### src/rtl/spo_pkg.sv
// Package for the serial pin override port: register map and carriers
package spo_pkg;

  // Register byte offsets on the AXI4-Lite bus
  localparam logic [3:0] PORT_PIN_LEVELS_OFF = 4'h0;
  localparam logic [3:0] PORT_OUTPUT_LATCH_OFF = 4'h4;
  localparam logic [3:0] PORT_DIRECTION_OFF = 4'h8;
  localparam logic [3:0] SLEW_RATE_CONTROL_OFF = 4'hC;

  // Reset values
  localparam logic [7:0] PORT_DIRECTION_RST = 8'hFF;
  localparam logic [7:0] PORT_OUTPUT_LATCH_RST = 8'h00;
  localparam logic [7:0] SLEW_RATE_CONTROL_RST = 8'h00;
  // Implemented slew bits: low five
  localparam logic [7:0] SLEW_RATE_MASK = 8'h1F;

  // Pin positions of the shared pins
  localparam int CAPTURE_PIN = 1;
  localparam int SPI_CLOCK_PIN = 3;
  localparam int SPI_IN_PIN = 4;
  localparam int SPI_OUT_PIN = 5;
  localparam int TX_PIN = 6;
  localparam int RX_PIN = 7;

  // AXI4-Lite responses
  localparam logic [1:0] RESP_OKAY = 2'h0;
  localparam logic [1:0] RESP_SLVERR = 2'h2;

  // Mode of the synchronous serial peripheral
  typedef enum logic [1:0] {SSP_OFF, SSP_SPI, SSP_I2C} spo_ssp_mode_type;

  // Controls from the synchronous serial peripheral
  typedef struct packed {
    spo_ssp_mode_type mode;
    logic spi_master;
    logic spi_clock_out;
    logic spi_serial_out;
    logic i2c_smbus_levels;
    logic i2c_clock_low;
    logic i2c_data_low;
  } spo_ssp_ctl_type;

  // Controls from the serial transceiver
  typedef struct packed {
    logic enable;
    logic sync_mode;
    logic sync_master;
    logic sync_transmitting;
    logic tx_data;
    logic sync_clock_out;
    logic sync_data_out;
  } spo_xcvr_ctl_type;

  // Inputs returned to the peripherals
  typedef struct packed {
    logic spi_clock_in;
    logic spi_serial_in;
    logic i2c_clock_in;
    logic i2c_data_in;
    logic rx_data;
    logic transceiver_sync_clock;
    logic transceiver_sync_data;
    logic capture_in;
    logic alternate_capture_out;
    logic alternate_capture_oe;
  } spo_periph_in_type;

endpackage : spo_pkg

### src/rtl/spo_port.sv
// Pin multiplexer and register file of the shared serial port
//
// Chosen here: the AXI4-Lite slave port and the register addresses.
`timescale 1ns/1ps
module spo_port
  import spo_pkg::*;
(
  // Clock and reset
  input wire logic sys_clk,
  input wire logic rst_n,
  // AXI4-Lite write channels
  input wire logic [3:0] s_axi_awaddr,
  input wire logic s_axi_awvalid,
  output logic s_axi_awready,
  input wire logic [31:0] s_axi_wdata,
  input wire logic [3:0] s_axi_wstrb,
  input wire logic s_axi_wvalid,
  output logic s_axi_wready,
  output logic [1:0] s_axi_bresp,
  output logic s_axi_bvalid,
  input wire logic s_axi_bready,
  // AXI4-Lite read channels
  input wire logic [3:0] s_axi_araddr,
  input wire logic s_axi_arvalid,
  output logic s_axi_arready,
  output logic [31:0] s_axi_rdata,
  output logic [1:0] s_axi_rresp,
  output logic s_axi_rvalid,
  input wire logic s_axi_rready,
  // Peripheral side
  input wire spo_pkg::spo_ssp_ctl_type ssp_ctl,
  input wire spo_pkg::spo_xcvr_ctl_type xcvr_ctl,
  input wire logic capture_compare_two_out,
  input wire logic capture_compare_two_drive,
  input wire logic capture_two_pin_select,
  input wire logic alternate_capture_pin_in,
  output spo_pkg::spo_periph_in_type periph_in,
  // Pads
  input wire logic [7:0] pin_in,
  output logic [7:0] pin_out,
  output logic [7:0] pin_oe,
  output logic [7:0] pin_smbus_levels
);
  import spo_pkg::*;

  ////////////////////////////////////////////////////////////////////////
  // Registers and sampling
  logic [7:0] port_output_latch;
  logic [7:0] port_direction;
  logic [7:0] slew_rate_control;
  logic [7:0] pin_meta;
  logic [7:0] pin_sync;
  logic [7:0] next_out;
  logic [7:0] next_oe;
  logic aw_held;
  logic w_held;
  logic [3:0] aw_addr;
  logic [31:0] w_data;
  logic [3:0] w_strb;
  logic do_write;
  logic spi_on;
  logic i2c_on;
  logic cap_here;

  assign spi_on = (ssp_ctl.mode == SSP_SPI);
  assign i2c_on = (ssp_ctl.mode == SSP_I2C);
  assign cap_here = capture_two_pin_select;

  // Two-stage pin synchroniser
  always_ff @(posedge sys_clk)
  begin
    if (!rst_n)
    begin
      pin_meta <= 8'h00;
      pin_sync <= 8'h00;
    end
    else
    begin
      pin_meta <= pin_in;
      pin_sync <= pin_meta;
    end
  end

  ////////////////////////////////////////////////////////////////////////
  // AXI4-Lite write path
  assign do_write = aw_held && w_held && !s_axi_bvalid;

  // Address and data capture, either order
  always_ff @(posedge sys_clk)
  begin
    if (!rst_n)
    begin
      aw_held <= 1'b0;
      w_held <= 1'b0;
      aw_addr <= 4'h0;
      w_data <= 32'h00000000;
      w_strb <= 4'h0;
      s_axi_awready <= 1'b0;
      s_axi_wready <= 1'b0;
    end
    else
    begin
      s_axi_awready <= !aw_held && !s_axi_awready;
      s_axi_wready <= !w_held && !s_axi_wready;
      if (s_axi_awvalid && s_axi_awready)
      begin
        aw_held <= 1'b1;
        aw_addr <= s_axi_awaddr;
      end
      else if (do_write)
        aw_held <= 1'b0;
      if (s_axi_wvalid && s_axi_wready)
      begin
        w_held <= 1'b1;
        w_data <= s_axi_wdata;
        w_strb <= s_axi_wstrb;
      end
      else if (do_write)
        w_held <= 1'b0;
    end
  end

  // Write response
  always_ff @(posedge sys_clk)
  begin
    if (!rst_n)
    begin
      s_axi_bvalid <= 1'b0;
      s_axi_bresp <= RESP_OKAY;
    end
    else if (do_write)
    begin
      s_axi_bvalid <= 1'b1;
      s_axi_bresp <= (aw_addr[1:0] == 2'h0) ? RESP_OKAY : RESP_SLVERR;
    end
    else if (s_axi_bready)
      s_axi_bvalid <= 1'b0;
  end

  // Register writes; pin register write lands in the latch
  always_ff @(posedge sys_clk)
  begin
    if (!rst_n)
    begin
      port_output_latch <= PORT_OUTPUT_LATCH_RST;
      port_direction <= PORT_DIRECTION_RST;
      slew_rate_control <= SLEW_RATE_CONTROL_RST;
    end
    else if (do_write && w_strb[0])
    begin
      case (aw_addr)
        PORT_PIN_LEVELS_OFF, PORT_OUTPUT_LATCH_OFF:
          port_output_latch <= w_data[7:0];
        PORT_DIRECTION_OFF:
          port_direction <= w_data[7:0];
        SLEW_RATE_CONTROL_OFF:
          slew_rate_control <= w_data[7:0] & SLEW_RATE_MASK;
        default:
          port_output_latch <= port_output_latch;
      endcase
    end
  end

  ////////////////////////////////////////////////////////////////////////
  // AXI4-Lite read path
  always_ff @(posedge sys_clk)
  begin
    if (!rst_n)
    begin
      s_axi_arready <= 1'b0;
      s_axi_rvalid <= 1'b0;
      s_axi_rdata <= 32'h00000000;
      s_axi_rresp <= RESP_OKAY;
    end
    else
    begin
      s_axi_arready <= !s_axi_rvalid && !s_axi_arready;
      if (s_axi_arvalid && s_axi_arready)
      begin
        s_axi_rvalid <= 1'b1;
        s_axi_rresp <= RESP_OKAY;
        case (s_axi_araddr)
          PORT_PIN_LEVELS_OFF:
            s_axi_rdata <= {24'h000000, pin_sync};
          PORT_OUTPUT_LATCH_OFF:
            s_axi_rdata <= {24'h000000, port_output_latch};
          PORT_DIRECTION_OFF:
            s_axi_rdata <= {24'h000000, port_direction};
          SLEW_RATE_CONTROL_OFF:
            s_axi_rdata <= {24'h000000, slew_rate_control};
          default:
          begin
            s_axi_rdata <= 32'h00000000;
            s_axi_rresp <= RESP_SLVERR;
          end
        endcase
      end
      else if (s_axi_rready)
        s_axi_rvalid <= 1'b0;
    end
  end

  ////////////////////////////////////////////////////////////////////////
  // Pin driver selection
  always_comb
  begin
    // Plain port behaviour for every pin
    next_out = port_output_latch;
    next_oe = ~port_direction;
    // Capture/compare output on pin 1 when selected
    if (cap_here && capture_compare_two_drive && !port_direction[CAPTURE_PIN])
      next_out[CAPTURE_PIN] = capture_compare_two_out;
    // SPI clock out as master
    if (spi_on && ssp_ctl.spi_master && !port_direction[SPI_CLOCK_PIN])
      next_out[SPI_CLOCK_PIN] = ssp_ctl.spi_clock_out;
    // SPI data out
    if (spi_on && !port_direction[SPI_OUT_PIN])
      next_out[SPI_OUT_PIN] = ssp_ctl.spi_serial_out;
    // I2C open-drain pulls own clock and data pins
    if (i2c_on)
    begin
      next_out[SPI_CLOCK_PIN] = 1'b0;
      next_oe[SPI_CLOCK_PIN] = ssp_ctl.i2c_clock_low;
      next_out[SPI_IN_PIN] = 1'b0;
      next_oe[SPI_IN_PIN] = ssp_ctl.i2c_data_low;
    end
    // Transceiver pins
    if (xcvr_ctl.enable)
    begin
      if (!xcvr_ctl.sync_mode)
        next_out[TX_PIN] = xcvr_ctl.tx_data;
      else
      begin
        // Clock direction set by master or slave role
        next_out[TX_PIN] = xcvr_ctl.sync_clock_out;
        next_oe[TX_PIN] = xcvr_ctl.sync_master;
        // Data pin driven only while sending
        next_out[RX_PIN] = xcvr_ctl.sync_data_out;
        next_oe[RX_PIN] = xcvr_ctl.sync_transmitting;
      end
    end
  end

  // Registered pad drive
  always_ff @(posedge sys_clk)
  begin
    if (!rst_n)
    begin
      pin_out <= 8'h00;
      pin_oe <= 8'h00;
      pin_smbus_levels <= 8'h00;
    end
    else
    begin
      pin_out <= next_out;
      pin_oe <= next_oe;
      // Input level type of the I2C pins
      pin_smbus_levels <= 8'h00;
      pin_smbus_levels[SPI_CLOCK_PIN] <= i2c_on && ssp_ctl.i2c_smbus_levels;
      pin_smbus_levels[SPI_IN_PIN] <= i2c_on && ssp_ctl.i2c_smbus_levels;
    end
  end

  ////////////////////////////////////////////////////////////////////////
  // Peripheral inputs; SPI gated by function and direction, I2C by function, receive by direction
  always_ff @(posedge sys_clk)
  begin
    if (!rst_n)
      periph_in <= '0;
    else
    begin
      periph_in.spi_clock_in <= spi_on && port_direction[SPI_CLOCK_PIN]
                                && pin_sync[SPI_CLOCK_PIN];
      periph_in.spi_serial_in <= spi_on && port_direction[SPI_IN_PIN]
                                 && pin_sync[SPI_IN_PIN];
      periph_in.i2c_clock_in <= i2c_on && pin_sync[SPI_CLOCK_PIN];
      periph_in.i2c_data_in <= i2c_on && pin_sync[SPI_IN_PIN];
      periph_in.rx_data <= port_direction[RX_PIN]
                           && pin_sync[RX_PIN];
      periph_in.transceiver_sync_clock <= pin_sync[TX_PIN];
      periph_in.transceiver_sync_data <= pin_sync[RX_PIN];
      periph_in.capture_in <= cap_here ? pin_sync[CAPTURE_PIN]
                              : alternate_capture_pin_in;
      periph_in.alternate_capture_out <= capture_compare_two_out;
      periph_in.alternate_capture_oe <= !cap_here
                                        && capture_compare_two_drive;
    end
  end

  ////////////////////////////////////////////////////////////////////////
  // Checks
  direction_reset_a: assert property (@(posedge sys_clk)
    !rst_n |=> pin_oe == 8'h00 && port_direction == PORT_DIRECTION_RST)
    else $error("pins not inputs after reset");
  plain_drive_a: assert property (@(posedge sys_clk)
    disable iff (!rst_n) !i2c_on && !xcvr_ctl.enable && !spi_on |=>
    pin_oe == ~$past(port_direction))
    else $error("driver enable does not follow direction");
  spi_clock_a: assert property (@(posedge sys_clk)
    disable iff (!rst_n) spi_on && ssp_ctl.spi_master && !port_direction[3]
    |=> pin_out[3] == $past(ssp_ctl.spi_clock_out))
    else $error("spi clock not on pin");
  spi_out_a: assert property (@(posedge sys_clk)
    disable iff (!rst_n) spi_on && !port_direction[5] && !xcvr_ctl.enable
    |=> pin_out[5] == $past(ssp_ctl.spi_serial_out) && pin_oe[5])
    else $error("spi data out not on pin");
  i2c_data_a: assert property (@(posedge sys_clk)
    disable iff (!rst_n) i2c_on && ssp_ctl.i2c_data_low
    |=> pin_oe[4] && !pin_out[4])
    else $error("i2c data not pulled");
  tx_override_a: assert property (@(posedge sys_clk)
    disable iff (!rst_n) xcvr_ctl.enable && !xcvr_ctl.sync_mode
    |=> pin_out[6] == $past(xcvr_ctl.tx_data))
    else $error("transmit not on pin");
  sync_data_a: assert property (@(posedge sys_clk)
    disable iff (!rst_n) xcvr_ctl.enable && xcvr_ctl.sync_mode
    |=> pin_oe[7] == $past(xcvr_ctl.sync_transmitting))
    else $error("sync data drive wrong");
  slew_zero_a: assert property (@(posedge sys_clk)
    disable iff (!rst_n) slew_rate_control[7:5] == 3'h0)
    else $error("unimplemented slew bits set");
  upper_bits_a: assert property (@(posedge sys_clk)
    disable iff (!rst_n) s_axi_rvalid |-> s_axi_rdata[31:8] == 24'h000000)
    else $error("read data upper bits set");
  capture_route_a: assert property (@(posedge sys_clk)
    disable iff (!rst_n) !cap_here ##1 !cap_here |->
    periph_in.capture_in == $past(alternate_capture_pin_in))
    else $error("capture not from alternate pin");

endmodule : spo_port

### config.mk
export PLATFORM = sky130hd
export DESIGN_NAME = spo_port
export DESIGN_NICKNAME = d
export VERILOG_FILES = /design/src/rtl/spo_pkg.sv /design/src/rtl/spo_port.sv
export SDC_FILE = /design/constraint.sdc
export NUM_CORES = 1
export LEC_CHECK = 0
export BUFFER_PORTS_ARGS = -buffer_cell sky130_fd_sc_hd__buf_2
export CORE_MARGIN = 2
export CORE_UTILIZATION = 48
export DETAILED_ROUTE_END_ITERATION = 12
export GPL_TIMING_DRIVEN = 0
export HOLD_SLACK_MARGIN = 0.03
export PLACE_DENSITY = 0.84
export SLEW_MARGIN = 20
export SYNTH_ARGS = -nofsm -noshare
export SYNTH_HDL_FRONTEND = slang
export SYNTH_SLANG_ARGS = --single-unit
### constraint.sdc
create_clock -name sys_clk -period 3.95 [get_ports sys_clk]
set_input_delay 0.5925 -clock sys_clk [delete_from_list [all_inputs] [get_ports sys_clk]]
set_output_delay 0.5925 -clock sys_clk [all_outputs]
set_load 0.005 [all_outputs]
# After elaboration in Yosys (flattened, before gate mapping)
# Index checks and enable logic that the tools add are counted.
dict set report op_classes {
  eq_ne 8
  n_mux 20
  bitwise 2
  n_reduce_logical 47
}
# operator count
set op_table {}
lappend op_table {{$pmux W8 S4} 1}
lappend op_table {{$logic_and A1 B1 Y1} 23}
lappend op_table {{$eq A4 B4 Y1 const B} 4}
lappend op_table {{$mux W1} 13}
lappend op_table {{$mux W2} 6}
lappend op_table {{$logic_not A1 Y1} 11}
lappend op_table {{$eq A4 B3 Y1 const B} 2}
lappend op_table {{$logic_not A4 Y1} 2}
lappend op_table {{$not A8 Y8} 1}
lappend op_table {{$reduce_bool A2 Y1} 4}
lappend op_table {{$reduce_and A2 Y1} 3}
lappend op_table {{$reduce_or A2 Y1} 2}
lappend op_table {{$reduce_or A4 Y1} 1}
lappend op_table {{$eq A2 B1 Y1 const B} 1}
lappend op_table {{$eq A2 B2 Y1 const B} 1}
lappend op_table {{$logic_not A2 Y1} 1}
lappend op_table {{$not A1 Y1} 1}
dict set report word_totals {
  regBits 126
  inputBits 78
  output_inout_bits 75
}

# Depth between registers and ports, before layout
# Gate-level depths: netlist (run 1).
dict set report depth {
  word_depth 4
  mapped_depth 5
}

# Worst setup path after synthesis (run 1)
# Ideal clock, no wire load.
dict set report synth_path {
  path_type {input to register}
  from {in rst_n}
  to {reg aw_addr[3]}
  arrival_time_ps 1523
  slack_ps 2295
  stages 5
  n_path_buf 3
  cell_sequence {buf_2 inv_1 clkbuf_1 clkbuf_1 a21oi_1}
}
# item line_no
set synth_rtl {}
lappend synth_rtl {{start, declared} spo_port.sv:10} ;# input wire logic rst_n,
lappend synth_rtl {{end signal, assigned} spo_port.sv:108} ;# aw_addr <= s_axi_awaddr;
lappend synth_rtl {{end, declared} spo_port.sv:57} ;# logic [3:0] aw_addr;
# No word-level cell between the ends.

# Final worst setup path (run 1)
dict set report layout_path {
  from {in rst_n}
  to {reg w_data[0]}
}
# item line_no
set layout_rtl {}
lappend layout_rtl {{end signal, assigned} spo_port.sv:115} ;# w_data <= s_axi_wdata;
lappend layout_rtl {{end, declared} spo_port.sv:58} ;# logic [31:0] w_data;
# No word-level cell between the ends.

==> results of run 1 <==
-- how the worst max path moves through the flow --
stage	from	end	slack, ns	cells after the start
global route	rst_n	w_data[0]$_SDFFE_PN0P_	2.08	5
global placement	rst_n	s_axi_bvalid$_SDFFE_PN0P_	1.88	5
CTS	rst_n	w_data[0]$_SDFFE_PN0P_	2.20	5
detailed placement	rst_n	w_data[0]$_SDFFE_PN0P_	1.83	5
floorplan	rst_n	aw_addr[3]$_SDFFE_PN0P_	2.29	5
finish	rst_n	w_data[0]$_SDFFE_PN0P_	2.20	5
-- layer usage --
metal,GRT usage [%],routed length [um],up-vias
li1,-,-,1441
met5,0,0,-
met4,10.1,220,0
met3,4.92,566,29
met2,35.9,4160,110
met1,21.3,3120,1351
-- worst max-delay path: stages --
cell and delay, ns:
buf_2 0.17, inv_1 0.23, clkbuf_1 0.39, clkbuf_1 0.48, a21oi_1 0.10
-- power by group through the flow --
stage | logic [mW] | clock network [mW] | registers, mW
after floorplan | 0.0927 | 0 | 1.01
after global placement | 0.147 | 0 | 1.01
after detailed placement | 0.152 | 0 | 1.01
after CTS | 0.152 | 0.744 | 0.989
after global routing | 0.170 | 0.781 | 0.993
final | 0.154 | 0.738 | 0.990
-- registers in the layout, summed over array words and instances (netlist names), 4 cells and up --
signal	cells
pin_out	8
periph_in	10
port_output_latch	8
w_data	8
pin_oe	8
aw_addr	4
pin_sync	8
slew_rate_control	5
port_direction	8
s_axi_rdata	8
pin_meta	8
-- area by class of cell --
class,instances,area [sq um],share of cell area (%)
clock buffer,10,128,2.82
inverter,7,26.3,0.580
timing repair buffer,91,455,10.0
buffer,48,309,6.82
tap,99,124,2.73
sequential,94,1880,41.5
multi-input combinational,249,1500,33.0
clock inverter,6,110,2.43
-- kinds of logic (layout without fill, tap and decap cells) --
family | Yosys count | in the layout | synth area share, %
flops | 94 | 94 | 52.3
other cells | 1 | 32 | 0.104
buf+inv | 55 | 162 | 9.32
simple gates | 133 | 133 | 19.4
mux | 38 | 38 | 10.6
compound gates | 46 | 46 | 8.31
-- synthesized netlist by cell type --
library cell,number,area share (%)
o32ai_1,1,0.24
o311ai_0,1,0.24
nand3_1,5,0.70
o21ai_0,1,0.14
nor2_1,27,2.8
nand2b_1,5,0.87
nor2b_1,3,0.52
a21o_1,1,0.21
buf_4,33,6.9
nand3b_1,1,0.21
or3b_1,1,0.24
buf_2,4,0.56
nand4bb_1,1,0.31
nand3b_4,1,0.56
nor4_4,2,1.2
inv_1,7,0.73
buf_1,2,0.21
o22ai_1,5,0.87
clkbuf_1,9,0.94
mux2i_1,38,11
or3_1,1,0.17
nor3_2,1,0.28
and3_1,6,1.0
nand2_1,50,5.2
nor3_1,5,0.70
o2bb2ai_1,2,0.49
nor3_4,1,0.45
dfxtp_1,94,52
and2_1,20,3.5
a22o_1,8,1.9
nor3b_1,2,0.42
a211oi_1,5,1.0
conb_1,1,0.10
nand4b_1,1,0.24
a21oi_1,21,2.9
o211ai_1,1,0.21
-- through the flow --
stage	total power, mW	util [%]	hold slack [ns]	cell area (sq um)
2_1_floorplan	1.10	-	0.403	3710
3_3_place_gp	1.16	59.2	0.418	4290
3_5_place_dp	1.16	59.2	0.424	4290
4_1_cts	1.89	62.5	0.413	4530
5_1_grt	1.94	62.5	0.433	4530
6_report	1.88	62.5	0.421	4530
==> impl_metrics.ini, run 1 <==
[status]
outcome = completed

[die]
initial_core_util_pct = 49.6
die_w_um = 90.6
dieArea_sq_um = 8210
die_y_um = 90.6
core_area_sq_um = 7250
rows = 31
io-pin-count = 153

[placed_design]
place_hpwl_um = 6050
place.gp.congestion = 0.853
place_ws_ns = 1.83
dp_cells = 588
portBuffers = 91

[timing]
rsz0062_at_grt = no
tightest_slew_ns = 0.799
setup_ws_ns = 2.20
finalCritPeriodShare_pct = 44.4
setup_tns_ns = 0
period_needed_ns = 1.75
clock_skew_ns = 0.00724
clock.fmax_ghz = 0.570
slew_violations = 0
setup_viol = 0
hold_violations = 0
slew_headroom_pct = 46.3

[pwr]
peakVddDrop_mv = 0.176
power.density_nw_per_um2 = 415
leakagePower_nw = 2.11
power_frac_seq_pct = 52.6
p_switching_uw = 416
internal-power_mw = 1.47
sw_frac_of_total_pct = 22.1
power_frac_comb_pct = 8.2
clkPwrFrac_pct = 39.2

[synthesis]
yosysWarnings = 0
synth_cells = 367
ys_types = 36
avgSynthCellArea_sq_um = 9.81
ys_seq_area_share_pct = 52.3
synth.cell_area_sq_um = 3600
ys_ff_latch = 94

[clock_network]
cts_tree = yes
clkLatencyLatePin_ns = 0.36
cts_root_buf = clkbuf_8
clk_path_buf_depth = 2
ctsResizeCount = 0
numCtsBuffers = 9
post_cts_buffers = 0
cts_htree_levels = 3
clk_pin_slew_ns = 0.09
hold_buffers = 0
cts_sinks = 94

[cells_and_area]
instances_no_fill = 604
fill_cells = 608
final_cell_mix = buf_2 (95), dfxtp_1 (94), nand2_1 (50)
layout_commonest_cell = buf_2
area_growth_pct = 25.9
n_antenna_cell = 0
layout-drive-gt1-share_pct = 29.3
layout.nets = 578

[setup_path]
worstSetupStartpointType = input port
rrSetupSlack_ns = 2.28
crit_required_ns = 4.17
critPathCaptureType = flop
critical_path_class = in2reg
path_max_fanout = 10
critPathArrivalTime_ns = 1.97
reg2reg_from = w_held$_SDFFE_PN0P_
rr_worst_depth = 3
timing.rr.end = port_output_latch[4]$_SDFFE_PN0P_

[routing]
routed_wl_um = 8060
routed_via_density = 4.85
route.detailed.drc = 0
vias = 2931
first_iter_violations = 100
drtAntennaViolNets = 0
firstDrtPassIters = 4
routedWlPerCell_um = 13.4

[global_route]
antenna_found_initial = 0
overflow = 0
grt_max_degree = 16
track_usage_pct = 19.9
grt_pass1_wl_um = 12800
grt_pass1_vias = 2797

[worst_hold_path]
hold_end = periph_in[0]$_SDFF_PN0_
min_from = capture_two_pin_select
whs_path_depth = 2
hp-class = in2reg

[run]
maxCapViolCount = 0
Power figures use the tool's default switching activity.
==> run 2, diff against run 1 <==
Settings changed: CORE_UTILIZATION 48 to 47, PLACE_DENSITY 0.84 to 0.83.
Clock period 3.95 ns to 1.8 ns, I/O delays scaled along.
==> run 2 against run 1 <==
  * Sequential power grew 120%
  * Via count fell by 1.6%
  * Non-clock buffer count unchanged
  * Worst hold slack got worse by 0.30 ns
  * Cell area about the same
  * Sequential share of layout area is essentially flat
  * Register-to-register slack worse by 2.1 ns
  * Highest routed layer unchanged
  * Die area increased by 2.0%
  * Setup slack got worse by 2.1 ns
  * Global-route usage is 0.13 points lower
  * Largest power group unchanged
  * Combinational power rose by 120%
  * Wire length rose by 2.5%
==> impl_metrics.ini, run 2 (same netlist as run 1, synthesis figures left out) <==
[clock_network]
hold_buffers = 0
cts_tree = yes
numCtsBuffers = 9
clk_pin_slew_ns = 0.08
cts_htree_levels = 3
clk_path_buf_depth = 2
cts_sinks = 94
clkLatencyLatePin_ns = 0.36
cts_root_buf = clkbuf_8
ctsResizeCount = 0
post_cts_buffers = 0

[global_route]
antenna_found_initial = 0
track_usage_pct = 19.7
grt_pass1_wl_um = 13000
overflow = 0
grt_pass1_vias = 2880
grt_max_degree = 15

[die]
initial_core_util_pct = 49.1
core_area_sq_um = 7330
rows = 31
die_w_um = 91.5
io-pin-count = 153
die_y_um = 91.5
dieArea_sq_um = 8370

[cells_and_area]
post-route-cell-area_sq_um = 4530
layout.nets = 578
area_growth_pct = 25.9
final_cell_mix = buf_2 (95), dfxtp_1 (94), nand2_1 (50)
fill_cells = 625
top_register = periph_in
layout-drive-gt1-share_pct = 29.2
largest_reg_flops = 10
multi_input_area_sq_um = 1500
regArea_sq_um = 1880
n_antenna_cell = 0
instances_no_fill = 603
layout_commonest_cell = buf_2
fin_util_pct = 61.8

[timing]
tightest_slew_ns = 0.821
clock_skew_ns = 0.00997
slew_headroom_pct = 44.8
slew_violations = 0
rsz0062_at_grt = no
setup_ws_ns = 0.142
period_needed_ns = 1.66
fin_hold_ws_ns = 0.118
finalCritPeriodShare_pct = 92.1
setup_tns_ns = 0
hold_violations = 0
setup_viol = 0
clock.fmax_ghz = 0.603

[setup_path]
critPathCaptureType = flop
rr_worst_depth = 3
slowest_stage = nor4_4
path_max_fanout = 8
worstPathCellList = nand3b_4 > nor4_4 > mux2i_1
critPathBufInv = 0
worstSetupStartpointType = flop
path_delay_family = simple AND/OR/NAND/NOR gates
critical_path_class = reg2reg
critPathMaxStageDelay_ns = 0.72
critPathArrivalTime_ns = 1.93
crit_required_ns = 2.07
crit_cells = 3

[run]
maxCapViolCount = 0

[pwr]
p_switching_uw = 885
clkPwrFrac_pct = 39.3
sw_frac_of_total_pct = 21.4
power_frac_comb_pct = 8.2
internal-power_mw = 3.25
peakVddDrop_mv = 0.468
leakagePower_nw = 2.11
power_frac_seq_pct = 52.5
fin_total_pwr_mw = 4.13
power.density_nw_per_um2 = 912

[routing]
vias = 2884
routed_wl_um = 8260
drtAntennaViolNets = 0
routed_via_density = 4.78
routedWlPerCell_um = 13.7
first_iter_violations = 92
route.detailed.drc = 0
firstDrtPassIters = 4

[placed_design]
dp_cells = 588
portBuffers = 91
place.gp.congestion = 0.854
placed_area_sq_um = 4290
place_hpwl_um = 6120
place_ws_ns = -0.00980

[worst_hold_path]
whs_path_depth = 2
hp-class = in2reg

[status]
outcome = completed
==> run 2: cell types whose count changed in the layout (fill, tap and decap cells not counted) <==
| cell | previous run | this run |
|---|---|---|
| clkinvlp_4 | 2 | 0 |
| clkbuf_8 | 9 | 10 |
==> run 2: layout make-up <==
cell class                 count  area share, %
buffer                        48           6.82
tap                           99           2.73
multi-input combinational    249           33.1
timing repair buffer          91           10.1
clock inverter                 4           2.10
inverter                       7          0.580
clock buffer                  11           3.12
sequential                    94           41.5
==> run 2: metal layers <==
metal,GRT usage [%],part of all wire [%],wire [um],vias up
li1,-,-,-,1437
met1,22.5,41,3390,1319
met2,35.3,50,4160,111
met3,3.15,5.7,473,17
met4,9.97,2.8,233,0
met5,0,0,0,-
==> run 2: final timing paths <==
| path | startpoint | endpoint | slack [ns] |
|---|---|---|---|
| hold / removal | capture_two_pin_select | periph_in[0]$_SDFF_PN0_ | 0.12 |
| setup reg to reg | w_held$_SDFFE_PN0P_ | port_output_latch[1]$_SDFFE_PN0P_ | 0.14 |
| setup / recovery | w_held$_SDFFE_PN0P_ | port_output_latch[1]$_SDFFE_PN0P_ | 0.14 |
| hold reg to reg | port_direction[2]$_SDFFE_PN1P_ | pin_oe[2]$_SDFF_PN0_ | 0.43 |
==> run 2: worst register-to-register path: stages (launching register included) <==
cell and delay, ns:
dfxtp_1 0.42, nand3b_4 0.16, nor4_4 0.72, mux2i_1 0.28
==> run 2: power by group through the flow <==
stage,clock network (mW),logic (mW),registers [mW]
detailed placement,0,0.331,2.22
finish,1.62,0.338,2.17
global placement,0,0.324,2.22
floorplan,0,0.204,2.21
global route,1.73,0.373,2.18
CTS,1.63,0.335,2.17
==> run 3, diff against run 2 <==
Settings changed: ABC_AREA from default to 1.
==> run 3 against run 2 <==
  * Clock power is 13% lower
  * Total power is 4.4% lower
  * Global-route usage is 0.78 points higher
  * Combinational power is 7.4% higher
  * Clock-buffer cell count stayed put
  * Clock skew is 0.0016 ns higher
  * Fmax is 24% higher
  * Setup slack better by 0.33 ns
  * Critical path depth is 3 higher
  * Register-to-register slack better by 0.33 ns
  * Die area is 1.5% higher
  * Wire length is 1.4% higher
  * Critical endpoint unchanged
  * Largest power group unchanged
==> impl_metrics.ini, run 3 <==
[routing]
routed_via_density = 4.64
drtAntennaViolNets = 0
firstDrtPassIters = 4
routedWlPerCell_um = 12.3
vias = 3174
first_iter_violations = 184
route.detailed.drc = 0
routed_wl_um = 8380

[pwr]
peakVddDrop_mv = 0.448
sw_frac_of_total_pct = 24.6
clkPwrFrac_pct = 35.8
fin_total_pwr_mw = 3.95
power.density_nw_per_um2 = 867
leakagePower_nw = 2.38
power_frac_seq_pct = 55.1
internal-power_mw = 2.98
power_frac_comb_pct = 9.2
p_switching_uw = 973

[cells_and_area]
fin_util_pct = 59.6
layout.nets = 655
area_growth_pct = 24.8
layout_commonest_cell = buf_2
instances_no_fill = 684
layout-drive-gt1-share_pct = 29.9
final_cell_mix = buf_2 (99), dfxtp_1 (94), nand2_1 (70)
top_register = periph_in
fill_cells = 685
largest_reg_flops = 10
n_antenna_cell = 0

[clock_network]
cts_tree = yes
numCtsBuffers = 9
post_cts_buffers = 0
clk_path_buf_depth = 2
cts_root_buf = clkbuf_8
clkLatencyLatePin_ns = 0.37
ctsResizeCount = 0
clk_pin_slew_ns = 0.09
hold_buffers = 0
cts_sinks = 94
cts_htree_levels = 3

[die]
initial_core_util_pct = 47.8
core_area_sq_um = 7650
die_y_um = 92.2
die_w_um = 92.2
dieArea_sq_um = 8490
rows = 32
io-pin-count = 153

[synthesis]
synth_top_family_by_area = simple AND/OR/NAND/NOR gates
synth.cell_area_sq_um = 3650
synth.area.mux_share_pct = 0
synth_edf_count = 0
synthFlopType = dfxtp_1
avgSynthCellArea_sq_um = 8.25
synth_compound_area_share_pct = 13.3
yosysMostFrequentCell = dfxtp_1
yosysTopAreaCellShare_pct = 51.5
postSynth.asyncResetShare_pct = 0
yosysWarnings = 0
ys_ff_latch = 94
synth_xor_area_share_pct = 0
synth_cells = 443
synthAdderAreaFrac_pct = 0
ys_seq_area_share_pct = 51.5
synth_common_cells = dfxtp_1 (94), nand2_1 (70), inv_1 (46)
synth_area_leaders = dfxtp_1 (52%), nand2_1 (7.2%), buf_4 (6.8%)
ys_types = 31
synthSimpleGateAreaFrac_pct = 20.5
synth_top_cell_by_area = dfxtp_1

[status]
outcome = completed

[timing]
setup_viol = 0
setup_tns_ns = 0
period_needed_ns = 1.33
fin_hold_ws_ns = 0.0824
tightest_slew_ns = 0.568
rsz0062_at_grt = no
finalCritPeriodShare_pct = 74.0
clock.fmax_ghz = 0.751
slew_violations = 0
hold_violations = 0
clock_skew_ns = 0.0116
slew_headroom_pct = 62.2

[global_route]
grt_pass1_wl_um = 13400
grt_max_degree = 16
antenna_found_initial = 0
overflow = 0
track_usage_pct = 20.5
grt_pass1_vias = 2949

[setup_path]
worstSetupStartpointType = flop
critical_path_class = reg2reg
crit_required_ns = 2.05
critPathArrivalTime_ns = 1.58
critPathCaptureType = flop
rr_worst_depth = 6
path_max_fanout = 10

[placed_design]
place.gp.congestion = 0.819
dp_cells = 668
portBuffers = 92
place_hpwl_um = 6290

[run]
maxCapViolCount = 0

[worst_hold_path]
whs_path_depth = 3
hp-class = in2reg
-- run 3: per-layer routing --
layer | share of wire [%] | vias up | track usage [%] | wire, um
met5 | 0 | - | 0 | 0
met4 | 2.6 | 0 | 9.95 | 218
met3 | 6.5 | 17 | 5.09 | 547
met2 | 48 | 108 | 34.7 | 4040
met1 | 43 | 1421 | 24.2 | 3580
li1 | - | 1628 | - | -
-- run 3: layout make-up --
type                       instances  area [sq um]  area share [%]
buffer                            49           332            7.27
clock buffer                      11           141            3.10
clock inverter                     5          58.8            1.29
inverter                          53           199            4.36
multi-input combinational        278          1360            29.8
sequential                        94          1880            41.3
tap                              102           128            2.80
timing repair buffer              92           460            10.1
-- run 3: logic make-up (layout without fill, tap and decap cells) --
group           count (synthesis)  after routing
compound gates                 83             83
buf+inv                       102            210
flops                          94             94
other cells                     1             32
simple gates                  163            163
-- run 3: final timing paths --
path / start / end / slack, ns
worst min register to register: pin_meta[1]$_SDFF_PN0_ / pin_sync[1]$_SDFF_PN0_ / 0.42
worst max register to register: w_held$_SDFFE_PN0P_ / port_output_latch[1]$_SDFFE_PN0P_ / 0.47
worst min-delay path: pin_in[1] / pin_meta[1]$_SDFF_PN0_ / 0.08
worst max-delay path: w_held$_SDFFE_PN0P_ / port_output_latch[1]$_SDFFE_PN0P_ / 0.47
-- run 3: worst max-delay path, stage by stage, from the launching register on --
cell	delay [ns]
dfxtp_1	0.42
nand3_4	0.14
nor2_8	0.17
nand2_4	0.11
buf_6	0.16
a21oi_1	0.16
nor2_1	0.07
-- run 3: power by group through the flow --
| stage | registers, mW | logic (mW) | clock network (mW) |
|---|---|---|---|
| 2_1_floorplan | 2.22 | 0.226 | 0 |
| 3_3_place_gp | 2.22 | 0.351 | 0 |
| 6_report | 2.18 | 0.363 | 1.41 |
| 3_5_place_dp | 2.22 | 0.361 | 0 |
| 4_1_cts | 2.18 | 0.363 | 1.44 |
| 5_1_grt | 2.18 | 0.412 | 1.51 |
-- run 3: metrics by stage --
step / worst slack, ns / area [sq um]
detailed placement: 0.348 / 4360
finish: 0.468 / 4560
global route: 0.265 / 4560
floorplan: 0.629 / 3770
CTS: 0.464 / 4560
global placement: 0.364 / 4360
